`src/design/pdtg_regs.vh`:
```
/*
 * Register offsets, field positions, reset values and encodings of the
 * deadtime and trigger generator.
 * Assumes inclusion by bare name from the design files of this block.
 */
`ifndef PDTG_REGS_VH
`define PDTG_REGS_VH

// Byte offsets on the Avalon-MM register port.
`define PDTG_ADDR_W 8
`define PDTG_OFF_DEADTIME 8'h68
`define PDTG_OFF_TRIGCTL 8'h6c
`define PDTG_OFF_CTRL 8'h70
`define PDTG_OFF_IRQSTAT 8'h74
`define PDTG_OFF_IRQMASK 8'h78

// Deadtime control fields.
`define PDTG_DT_VAL_LSB 0
`define PDTG_DT_VAL_MSB 5
`define PDTG_DT_PS_LSB 6
`define PDTG_DT_PS_MSB 7
`define PDTG_DT_RESET 8'h00

// Prescale select codes.
`define PDTG_PS_DIV4 2'h2
`define PDTG_PS_DIV16 2'h3

// Prescale counter limits: the division factor minus one.
`define PDTG_PS_LIM1 4'h0
`define PDTG_PS_LIM4 4'h3
`define PDTG_PS_LIM16 4'hf

// Trigger control fields.
`define PDTG_TRG_FLAG_BIT 7
`define PDTG_TRG_INIT_BIT 6
`define PDTG_TRG_EN_MSB 5
`define PDTG_TRG_RESET 8'h00

// Local control register: write protect disable and pair enables.
`define PDTG_CTRL_WRITE_PROTECT_DISABLE_BIT 0
`define PDTG_CTRL_DTEN_LSB 1
`define PDTG_CTRL_DTEN_MSB 4
`define PDTG_CTRL_COMP_LSB 5
`define PDTG_CTRL_COMP_MSB 8
`define PDTG_CTRL_RESET 9'h000

// Interrupt status bits.
`define PDTG_IRQ_CHTRIG 0
`define PDTG_IRQ_INITTRIG 1
`define PDTG_IRQ_RESET 2'h0

// Counter widths and channel counts.
`define PDTG_CNT_W 16
`define PDTG_NCH 8
`define PDTG_NPAIR 4
`define PDTG_TRG_NCH 6
`define PDTG_DTC_W 10

`endif

```
`src/design/pdtg_dt_pair.v`:
```
/*
 * Deadtime insertion for one complementary channel pair.
 * Assumes a shared prescale tick from the parent and a deadtime
 * length already expressed in prescaled counts.
 */
`include "pdtg_regs.vh"

module pdtg_dt_pair (
    // Clock and reset.
    input wire clk,
    input wire nrst,
    // Shared deadtime timing.
    input wire psTick,
    input wire [`PDTG_DT_VAL_MSB:0] dtCount,
    // Pair configuration.
    input wire dtEnable,
    input wire compEnable,
    // Raw channel outputs from the compare logic.
    input wire chA,
    input wire chB,
    // Outputs after deadtime insertion.
    output reg outA_q,
    output reg outB_q
);

    reg [`PDTG_DT_VAL_MSB:0] waitA_q;
    reg [`PDTG_DT_VAL_MSB:0] waitB_q;
    wire wantB;
    wire insert;

    // In complementary mode the second output is derived from the first.
    assign wantB = compEnable ? ~chA : chB;
    assign insert = dtEnable && compEnable && (dtCount != 6'h00);

    // Rising edges wait dtCount prescaled ticks and leave on a tick; falling
    // edges pass at once. The shared prescaler runs free, so leaving on a tick
    // keeps the span at least factor times count when the first period is partial.
    always @(posedge clk) begin
        if (!nrst) begin
            waitA_q <= 6'h00;
            waitB_q <= 6'h00;
            outA_q <= 1'b0;
            outB_q <= 1'b0;
        end else begin
            if (!insert) begin
                outA_q <= chA;
                outB_q <= wantB;
                waitA_q <= 6'h00;
                waitB_q <= 6'h00;
            end else begin
                if (!chA) begin
                    outA_q <= 1'b0;
                    waitA_q <= dtCount;
                end else if (waitA_q == 6'h00) begin
                    if (psTick) begin
                        outA_q <= 1'b1;
                    end
                end else if (psTick) begin
                    waitA_q <= waitA_q - 6'h01;
                end
                if (!wantB) begin
                    outB_q <= 1'b0;
                    waitB_q <= dtCount;
                end else if (waitB_q == 6'h00) begin
                    if (psTick) begin
                        outB_q <= 1'b1;
                    end
                end else if (psTick) begin
                    waitB_q <= waitB_q - 6'h01;
                end
            end
        end
    end

endmodule // pdtg_dt_pair

```
`src/design/pdtg_top.v`:
```
/*
 * Deadtime insertion and external trigger generation for a PWM timer,
 * with an Avalon-MM register slave and a level interrupt.
 * Assumes the main counter, counter initial value and channel match values
 * come from the surrounding timer, all synchronous to clk.
 */
// The Avalon-MM register port was chosen for this implementation.
`include "pdtg_regs.vh"

// Operation
// - One prescale setting and one count serve every channel pair.
// - Prescale code 0x divides by 1, 10 by 4, 11 by 16.
// - The deadtime counter advances on the prescaled tick only.
// - Count value zero inserts nothing; each step adds one count, up to 63.
// - Deadtime in clocks equals division factor times count value; the free-running prescaler adds up to factor minus one clocks.
// - Deadtime fields accept writes only while write protect disable is one.
// - Deadtime register bits 31 to 8 read zero and ignore writes.
// - With init trigger enabled, counter equal to initial value fires a trigger.
// - Each enabled channel match fires its own trigger within a period; here all matches share chTrigger_q, so coincident matches give one pulse.
// - Channels six and seven never produce channel triggers.
// - Trigger flag sets whenever a channel trigger is produced.
// - Flag clears by read while set then write zero; new trigger restarts.
// - Each channel trigger enable fires on counter equal to its match value.
module pdtg_top (
    // Clock and reset.
    input wire clk,
    input wire nrst,
    // Avalon-MM register slave.
    input wire [`PDTG_ADDR_W-1:0] avsAddress,
    input wire avsRead,
    input wire avsWrite,
    input wire [31:0] avsWritedata,
    input wire [3:0] avsByteenable,
    output reg [31:0] avsReaddata_q,
    output reg avsWaitrequest_q,
    // Timer counter and match values.
    input wire [`PDTG_CNT_W-1:0] counterValue,
    input wire [`PDTG_CNT_W-1:0] counterInitialValue,
    input wire [`PDTG_CNT_W*`PDTG_NCH-1:0] channelMatchValue,
    // Raw channel outputs before deadtime.
    input wire [`PDTG_NCH-1:0] chRaw,
    // Outputs to the gate drivers.
    output wire [`PDTG_NCH-1:0] pwmOut,
    // Trigger outputs.
    output reg extTrigger_q,
    output reg initTrigger_q,
    output reg chTrigger_q,
    // Interrupt.
    output reg irq_q
);

    // Register map, one 32-bit word per offset:
    //   0x68 deadtime control, prescale select in bits 7:6, count in bits 5:0.
    //   0x6c trigger control, flag in bit 7, init enable in bit 6, enables in 5:0.
    //   0x70 local control, write protect disable and the pair enables.
    //   0x74 interrupt status, write one to clear.
    //   0x78 interrupt mask, same layout as the status.
    // Only byte lane 0 carries fields, apart from bit 8 of the local control.
    // Offsets are compared in full, so sub-word addresses read as unmapped.

    // Register state.
    reg [1:0] dtPrescale_q;
    reg [5:0] dtValue_q;
    reg [`PDTG_TRG_EN_MSB:0] trigEnable_q;
    reg initTrigEnable_q;
    reg trigFlag_q;
    reg flagArmed_q;
    reg [`PDTG_CTRL_COMP_MSB:0] ctrl_q;
    reg [1:0] irqStat_q;
    reg [1:0] irqMask_q;
    reg [3:0] psCount_q;
    reg psTick_q;
    reg [`PDTG_CNT_W-1:0] lastCounter_q;
    reg counterSeen_q;

    // Decode and helper nets.
    reg [31:0] rdData;
    reg [`PDTG_TRG_NCH-1:0] matchHit;
    reg [3:0] psLimit;
    wire access;
    wire wrDeadtime;
    wire wrTrig;
    wire wrCtrl;
    wire wrStat;
    wire wrMask;
    wire rdTrig;
    wire counterMoved;
    wire initHit;
    wire chHit;
    wire [31:0] dtReg;
    wire [31:0] trigReg;
    wire wrTrigLane;
    wire [1:0] irqSet;
    wire [1:0] irqClear;
    integer i;

    // One wait cycle per access keeps read data registered. A request counts
    // only while waitrequest stands high, so the answer edge, at which the
    // master still holds its request, is never taken as a second access.
    // Writes act at the taking edge.
    assign access = (avsRead || avsWrite) && avsWaitrequest_q;
    assign wrDeadtime = access && avsWrite && (avsAddress == `PDTG_OFF_DEADTIME);
    assign wrTrig = access && avsWrite && (avsAddress == `PDTG_OFF_TRIGCTL);
    assign wrCtrl = access && avsWrite && (avsAddress == `PDTG_OFF_CTRL);
    assign wrStat = access && avsWrite && (avsAddress == `PDTG_OFF_IRQSTAT);
    assign wrMask = access && avsWrite && (avsAddress == `PDTG_OFF_IRQMASK);
    assign rdTrig = access && avsRead && (avsAddress == `PDTG_OFF_TRIGCTL);
    assign wrTrigLane = wrTrig && avsByteenable[0];

    // Upper bits are hard zero, so they can never be written.
    assign dtReg = {24'h000000, dtPrescale_q, dtValue_q};
    assign trigReg = {24'h000000, trigFlag_q, initTrigEnable_q, trigEnable_q};

    // Triggers fire once per counter value, so a stalled counter does not repeat.
    // Without this, a timer halted on a match value would fire on every clock
    // and flood the trigger consumers.
    assign counterMoved = !counterSeen_q || (counterValue != lastCounter_q);
    assign initHit = initTrigEnable_q && counterMoved &&
                     (counterValue == counterInitialValue);
    assign chHit = |matchHit;

    // Only channels 0 to 5 are compared; 6 and 7 are not wired in at all.
    always @* begin
        matchHit = 6'h00;
        for (i = 0; i < `PDTG_TRG_NCH; i = i + 1) begin
            matchHit[i] = trigEnable_q[i] && counterMoved &&
                (counterValue == channelMatchValue[i*`PDTG_CNT_W +: `PDTG_CNT_W]);
        end
    end

    // Trigger enable bit i selects channel i directly, which keeps the compare
    // loop free of a remap; software written for another bit order must remap.
    // Prescale limit: codes 0x give a tick every clock.
    always @* begin
        if (dtPrescale_q == `PDTG_PS_DIV16) begin
            psLimit = `PDTG_PS_LIM16;
        end else if (dtPrescale_q == `PDTG_PS_DIV4) begin
            psLimit = `PDTG_PS_LIM4;
        end else begin
            psLimit = `PDTG_PS_LIM1;
        end
    end

    // Shared prescaler, giving at least factor times count clocks of deadtime.
    // It runs free rather than restarting per edge, because one prescaler
    // serves every pair; the pair units absorb the partial first period.
    always @(posedge clk) begin
        if (!nrst) begin
            psCount_q <= 4'h0;
            psTick_q <= 1'b0;
        end else if (psCount_q >= psLimit) begin
            psCount_q <= 4'h0;
            psTick_q <= 1'b1;
        end else begin
            psCount_q <= psCount_q + 4'h1;
            psTick_q <= 1'b0;
        end
    end

    // Deadtime and control registers. Write protection guards only the
    // deadtime fields; the local control register stays writable, which is
    // what lets software lift the protection in the first place.
    always @(posedge clk) begin
        if (!nrst) begin
            dtPrescale_q <= 2'h0;
            dtValue_q <= 6'h00;
            ctrl_q <= `PDTG_CTRL_RESET;
            irqMask_q <= `PDTG_IRQ_RESET;
        end else begin
            if (wrDeadtime && avsByteenable[0] && ctrl_q[`PDTG_CTRL_WRITE_PROTECT_DISABLE_BIT]) begin
                dtPrescale_q <= avsWritedata[`PDTG_DT_PS_MSB:`PDTG_DT_PS_LSB];
                dtValue_q <= avsWritedata[`PDTG_DT_VAL_MSB:`PDTG_DT_VAL_LSB];
            end
            if (wrCtrl && avsByteenable[0]) begin
                ctrl_q[7:0] <= avsWritedata[7:0];
            end
            if (wrCtrl && avsByteenable[1]) begin
                ctrl_q[8] <= avsWritedata[8];
            end
            if (wrMask && avsByteenable[0]) begin
                irqMask_q <= avsWritedata[1:0];
            end
        end
    end

    // Trigger enables and the init enable, written through byte lane 0.
    always @(posedge clk) begin
        if (!nrst) begin
            trigEnable_q <= 6'h00;
            initTrigEnable_q <= 1'b0;
        end else if (wrTrigLane) begin
            trigEnable_q <= avsWritedata[`PDTG_TRG_EN_MSB:0];
            initTrigEnable_q <= avsWritedata[`PDTG_TRG_INIT_BIT];
        end
    end

    // The flag clear is a two-step sequence. A read that sees the flag set
    // arms it, and a later write of zero to the flag bit clears it. A channel
    // trigger in between disarms, so software that raced a new trigger still
    // finds the flag set. Writing one to the flag bit never clears it.
    always @(posedge clk) begin
        if (!nrst) begin
            trigFlag_q <= 1'b0;
            flagArmed_q <= 1'b0;
        end else if (chHit) begin
            trigFlag_q <= 1'b1;
            flagArmed_q <= 1'b0;
        end else if (rdTrig && trigFlag_q) begin
            flagArmed_q <= 1'b1;
        end else if (wrTrigLane && flagArmed_q && !avsWritedata[`PDTG_TRG_FLAG_BIT]) begin
            trigFlag_q <= 1'b0;
            flagArmed_q <= 1'b0;
        end
    end

    // Trigger pulses, one clock per event. The combined output serves
    // consumers that want any trigger; pulses and status see the same hit,
    // so the two never disagree.
    always @(posedge clk) begin
        if (!nrst) begin
            lastCounter_q <= 16'h0000;
            counterSeen_q <= 1'b0;
            extTrigger_q <= 1'b0;
            initTrigger_q <= 1'b0;
            chTrigger_q <= 1'b0;
        end else begin
            lastCounter_q <= counterValue;
            counterSeen_q <= 1'b1;
            initTrigger_q <= initHit;
            chTrigger_q <= chHit;
            extTrigger_q <= initHit || chHit;
        end
    end

    // Clear and set masks of the status bits: bit 0 channel, bit 1 init.
    assign irqClear = (wrStat && avsByteenable[0]) ? avsWritedata[1:0] : 2'h0;
    assign irqSet = {initHit, chHit};

    // Sticky interrupt status; a set in the same cycle beats the clear.
    always @(posedge clk) begin
        if (!nrst) begin
            irqStat_q <= `PDTG_IRQ_RESET;
            irq_q <= 1'b0;
        end else begin
            irqStat_q <= (irqStat_q & ~irqClear) | irqSet;
            irq_q <= |(irqStat_q & irqMask_q);
        end
    end

    // Read mux; unmapped offsets read zero. It decodes the live address, and
    // the wait cycle registers its result, so read data never glitch.
    always @* begin
        if (avsAddress == `PDTG_OFF_DEADTIME) begin
            rdData = dtReg;
        end else if (avsAddress == `PDTG_OFF_TRIGCTL) begin
            rdData = trigReg;
        end else if (avsAddress == `PDTG_OFF_CTRL) begin
            rdData = {23'h000000, ctrl_q};
        end else if (avsAddress == `PDTG_OFF_IRQSTAT) begin
            rdData = {30'h00000000, irqStat_q};
        end else if (avsAddress == `PDTG_OFF_IRQMASK) begin
            rdData = {30'h00000000, irqMask_q};
        end else begin
            rdData = 32'h00000000;
        end
    end

    // Bus handshake: waitrequest drops for exactly one cycle per access.
    // It idles high, reset included, so no answer is seen during reset, and
    // back-to-back accesses take two cycles each. Write answers carry zero
    // so that a stale read word is never mistaken for fresh data.
    always @(posedge clk) begin
        if (!nrst) begin
            avsWaitrequest_q <= 1'b1;
            avsReaddata_q <= 32'h00000000;
        end else if (access) begin
            avsWaitrequest_q <= 1'b0;
            avsReaddata_q <= avsRead ? rdData : 32'h00000000;
        end else begin
            avsWaitrequest_q <= 1'b1;
        end
    end

    // One deadtime unit per pair, all fed the same timing. Pair p drives
    // outputs 2p and 2p+1, and takes its deadtime and complement enables
    // from bits 1+p and 5+p of the local control register.
    genvar p;
    generate
        for (p = 0; p < `PDTG_NPAIR; p = p + 1) begin : gPair
            pdtg_dt_pair uPair (
                .clk(clk),
                .nrst(nrst),
                .psTick(psTick_q),
                .dtCount(dtValue_q),
                .dtEnable(ctrl_q[`PDTG_CTRL_DTEN_LSB + p]),
                .compEnable(ctrl_q[`PDTG_CTRL_COMP_LSB + p]),
                .chA(chRaw[2*p]),
                .chB(chRaw[2*p+1]),
                .outA_q(pwmOut[2*p]),
                .outB_q(pwmOut[2*p+1])
            );
        end
    endgenerate

endmodule // pdtg_top

```
`config.mk`:
```
export PLATFORM = sky130hd
export DESIGN_NAME = pdtg_top
export DESIGN_NICKNAME = d
export VERILOG_FILES = /design/src/design/pdtg_dt_pair.v /design/src/design/pdtg_top.v
export VERILOG_INCLUDE_DIRS = /design/src /design/src/design
export SDC_FILE = /design/constraint.sdc
export NUM_CORES = 1
export LEC_CHECK = 0
export BUFFER_PORTS_ARGS = -buffer_cell sky130_fd_sc_hd__buf_2
export CAP_MARGIN = 20
export CORE_UTILIZATION = 50
export CTS_CLUSTER_DIAMETER = 200
export DETAILED_ROUTE_END_ITERATION = 6
export HOLD_SLACK_MARGIN = 0.06
export MAX_ROUTING_LAYER = met4
export PLACE_DENSITY = 0.8
export RECOVER_POWER = 100
export SLEW_MARGIN = 10
export SYNTH_ARGS = -nofsm -noshare
export SYNTH_HDL_FRONTEND = slang
export SYNTH_HIERARCHICAL = 1
export SYNTH_SLANG_ARGS = --single-unit
```
`constraint.sdc`:
```
create_clock -name clk -period 2.4 [get_ports clk]
set_input_delay 0.12 -clock clk [delete_from_list [all_inputs] [get_ports clk]]
set_output_delay 0.12 -clock clk [all_outputs]
set_load 0.03 [all_outputs]
```
==> flow_metrics.py <==
metrics = {
    "status": {
        "outcome": "finished with violations",
        "violations": "DRC",
    },
    "logic_synthesis": {
        "synth_top_family_by_area": "simple AND/OR/NAND/NOR gates",
        "synth-simple-area-share_pct": 23.71,
        "synth_cells": 880,
        "synthFlopType": "dfxtp_1",
        "synth_area_sq_mm": 0.007651,
        "syn_area_per_cell_sq_um": 8.694,
        "synth_edf_count": 0,
        "synthArstFlopShare_pct": 0,
        "synth_compound_area_share_pct": 12.98,
        "muxShareOfSynthArea_pct": 5.429,
        "yosysTopAreaCell": "dfxtp_1",
        "synthTopCellsByArea": "dfxtp_1 32%, xor2_1 11%, mux2i_1 4.8%",
        "ys_seq_area_share_pct": 31.92,
        "synth-seq-cells": 122,
        "synth-xor-area-share_pct": 15.80,
        "synthAdderAreaFrac_pct": 3.434,
        "synth_top_area_share_pct": 31.92,
        "ys_types": 55,
        "synth-warning-count": 6,
    },
    "routing": {
        "wl_met1_um": 8752,
        "initialDrtViolationCount": 390,
        "drc_errors": 1,
        "antenna_left": 0,
        "vias_per_cell": 5.592,
        "via_count": 7108,
        "wl_met2_um": 11080,
        "route.met3.wl_um": 1073,
        "wire_per_inst_um": 17.12,
        "routed.top_layer": "met4",
        "routed_wl_um": 21760,
        "firstDrtPassIters": 7,
    },
    "global_routing": {
        "grt_use_total_pct": 28.72,
        "grt_antenna_before_repair": 1,
        "grt_max_degree": 29,
        "gr-total-overflow": 0,
        "grt_pass1_wl_um": 34460,
        "grt_pass1_vias": 6985,
    },
    "run": {
        "drv_cap": 0,
    },
    "sta": {
        "drv_slew": 0,
        "worst_pin_slew_ns": 0.9885,
        "finalHoldViolCount": 0,
        "rsz0062_at_grt": "false",
        "period_minus_slack_ns": 2.079,
        "skew_ns": 0.008356,
        "fmax_mhz": 481.0,
        "timing.final.crit_share_pct": 86.62,
        "max-slew-margin-rel_pct": 33.59,
        "setup_viol": 0,
        "fin_setup_tns_ns": 0,
    },
    "hold_path": {
        "holdCritPathClass": "primary input to register",
        "min_from": "chRaw[0]",
        "whs_path_depth": 2,
        "hold_path_end": "gPair[0].uPair/outA_q",
    },
    "floorplan": {
        "die_area_sq_mm": 0.01580,
        "rows": 44,
        "die_y_um": 125.7,
        "io_pins": 261,
        "die_w_um": 125.7,
        "core_sq_mm": 0.01475,
        "initial_core_util_pct": 51.86,
    },
    "setup_path": {
        "r2r_start": "psTick_q",
        "cp.arrival_ns": 2.42,
        "critPathKind": "register to register",
        "ff2ff_setup_slack_ns": 0.32,
        "crit_path_end_kind": "register",
        "reg2reg_depth": 5,
        "regToRegEndpoint": "gPair[2].uPair/waitA_q[3]",
        "cp-start-kind": "register",
        "cp_max_fo": 28,
        "worst_ep_required_time_ns": 2.74,
    },
    "power": {
        "leakage_nw": 3.842,
        "finalPower_mw": 5.643,
        "powerDensity_mw_per_mm2": 603.5,
        "irDropWorstVdd_mv": 0.5196,
    },
    "cts": {
        "cts_tree": "yes",
        "cts_setup_buffers": 0,
        "cts_buffers": 17,
        "clk_pin_slew_worst_paths_ns": 0.05,
        "ctsRootBufferMaster": "clkbuf_16",
        "clk_latency_ns": 0.43,
        "htree_num_levels": 4,
        "clock-sinks": 122,
        "clockBufferDepth": 2,
    },
    "placed_design": {
        "hpwlAfterDp_um": 16040,
        "postPlaceCellArea_sq_mm": 0.008640,
        "gp_congestion": 0.8649,
        "portBuffers": 180,
    },
    "cells_and_area": {
        "layout-drive-gt1-share_pct": 20.90,
        "fillCellCount": 1313,
        "final_area_sq_mm": 0.009351,
        "area_growth_pct": 22.22,
        "nNetsFinal": 1310,
    },
}
==> layer usage <==
layer	vias to the layer above	GRT usage, %
li1	3458	-
met1	3322	30.30
met2	274	51.57
met3	54	5.055
met4	0	14.28
met5	-	-
==> worst max-delay path by stage <==
stage / from / endpoint / slack [ns]
finish: psTick_q / gPair[2].uPair/waitA_q[3] / 0.32
global route: psTick_q / gPair[2].uPair/waitA_q[3] / 0.21
CTS: lastCounter_q[8] / extTrigger_q / 0.48
detailed placement: avsAddress[1] / trigFlag_q / 0.41
global placement: avsAddress[1] / trigFlag_q / 0.45
floorplan: psTick_q / gPair[0].uPair/waitB_q[5] / 0.58
==> cell usage in the layout (no fill, tap or decap), types with 5 or more instances in the layout <==
master / instances
a21boi_0: 9
or4_1: 5
nor3_1: 33
clkbuf_1: 31
or3_1: 16
nor3b_1: 5
xor2_1: 99
nor4_1: 30
xnor2_1: 39
nand2_1: 50
and2_1: 18
ha_1: 21
o21ai_0: 11
nand4_1: 17
nor2b_1: 24
a222oi_1: 6
dfxtp_1: 122
a21oi_1: 25
a211oi_1: 35
and2_0: 6
mux2i_1: 37
clkbuf_16: 17
o311a_1: 8
nand2b_1: 5
a211oi_2: 5
inv_1: 34
nor2_1: 66
bufinv_16: 5
and3_1: 11
buf_4: 11
conb_1: 23
dlygate4sd3_1: 15
buf_2: 157
nand3_1: 23
o22ai_1: 7
==> through the flow <==
stage,setup WS [ns],utilization (%),hold WS [ns],instances
after floorplan,0.5754,-,0.1477,902
after global placement,0.4490,58.56,0.3639,1223
after detailed placement,0.4068,58.56,0.3666,1223
after CTS,0.4762,64.09,0.06013,1270
after global routing,0.2057,63.38,0.08328,1271
final,0.3210,63.38,0.07429,1271
==> worst max-delay path: stages (launching register included) <==
cell	delay, ns
dfxtp_1	0.31
clkbuf_2	0.47
inv_1	0.20
or4_1	0.47
or3_1	0.35
a211oi_2	0.18
==> layout make-up <==
class / instances / area [sq um] / share of cell area, %
sequential: 122 / 2442 / 26.12
timing repair buffer: 215 / 1141 / 12.20
antenna: 1 / 2.502 / 0.02676
tap: 184 / 230.2 / 2.462
inverter: 36 / 135.1 / 1.445
clock inverter: 12 / 210.2 / 2.248
clock buffer: 20 / 456.7 / 4.884
multi-input combinational: 681 / 4733 / 50.62
==> power by group <==
part	total, mW	switching (mW)	internal (mW)
clock network	2.88	0.969	1.91
logic	0.702	0.409	0.293
registers	2.06	0.0127	2.05
total	5.64	1.39	4.25
==> registers in the layout, indices dropped and copies added, names as in the netlist, 2 cells and up <==
register	cells
gPair.uPair/waitA_q	24
gPair.uPair/waitB_q	24
lastCounter_q	16
avsReaddata_q	9
ctrl_q	9
dtValue_q	6
trigEnable_q	6
gPair.uPair/outA_q	4
gPair.uPair/outB_q	4
psCount_q	4
dtPrescale_q	2
irqMask_q	2
irqStat_q	2
==> Yosys cell counts (all sizes together) (6+ instances only) <==
| cell | instances |
|---|---|
| a21boi | 9 |
| o21ai | 15 |
| dfxtp | 122 |
| mux2i | 37 |
| nor3 | 37 |
| clkbuf | 18 |
| nor4 | 34 |
| a222oi | 6 |
| o22ai | 7 |
| o311a | 8 |
| xnor2 | 39 |
| ha | 21 |
| inv | 36 |
| nand2 | 50 |
| a211oi | 40 |
| a21oi | 25 |
| and2 | 24 |
| nor2b | 24 |
| xor2 | 99 |
| and3 | 11 |
| nand4 | 17 |
| nor2 | 66 |
| or3 | 16 |
| nand3 | 23 |
| buf | 45 |
| a311oi | 8 |
==> cell families after synthesis <==
group                    after synthesis
XOR/XNOR                             138
flip-flops                           122
adder cells (fa/ha/maj)               21
other                                  1
multiplexers                          41
buffers and inverters                 99
AND/OR/NAND/NOR                      328
AO/OA/AOI/OAI                        130
==> what timing repair did <==
item / in CTS / in global routing
resized for setup: 0 / 0
hold buffers: 15 / 0
endpoints found under the hold margin: 33 / 0
(Power assumes the default switching activity.)
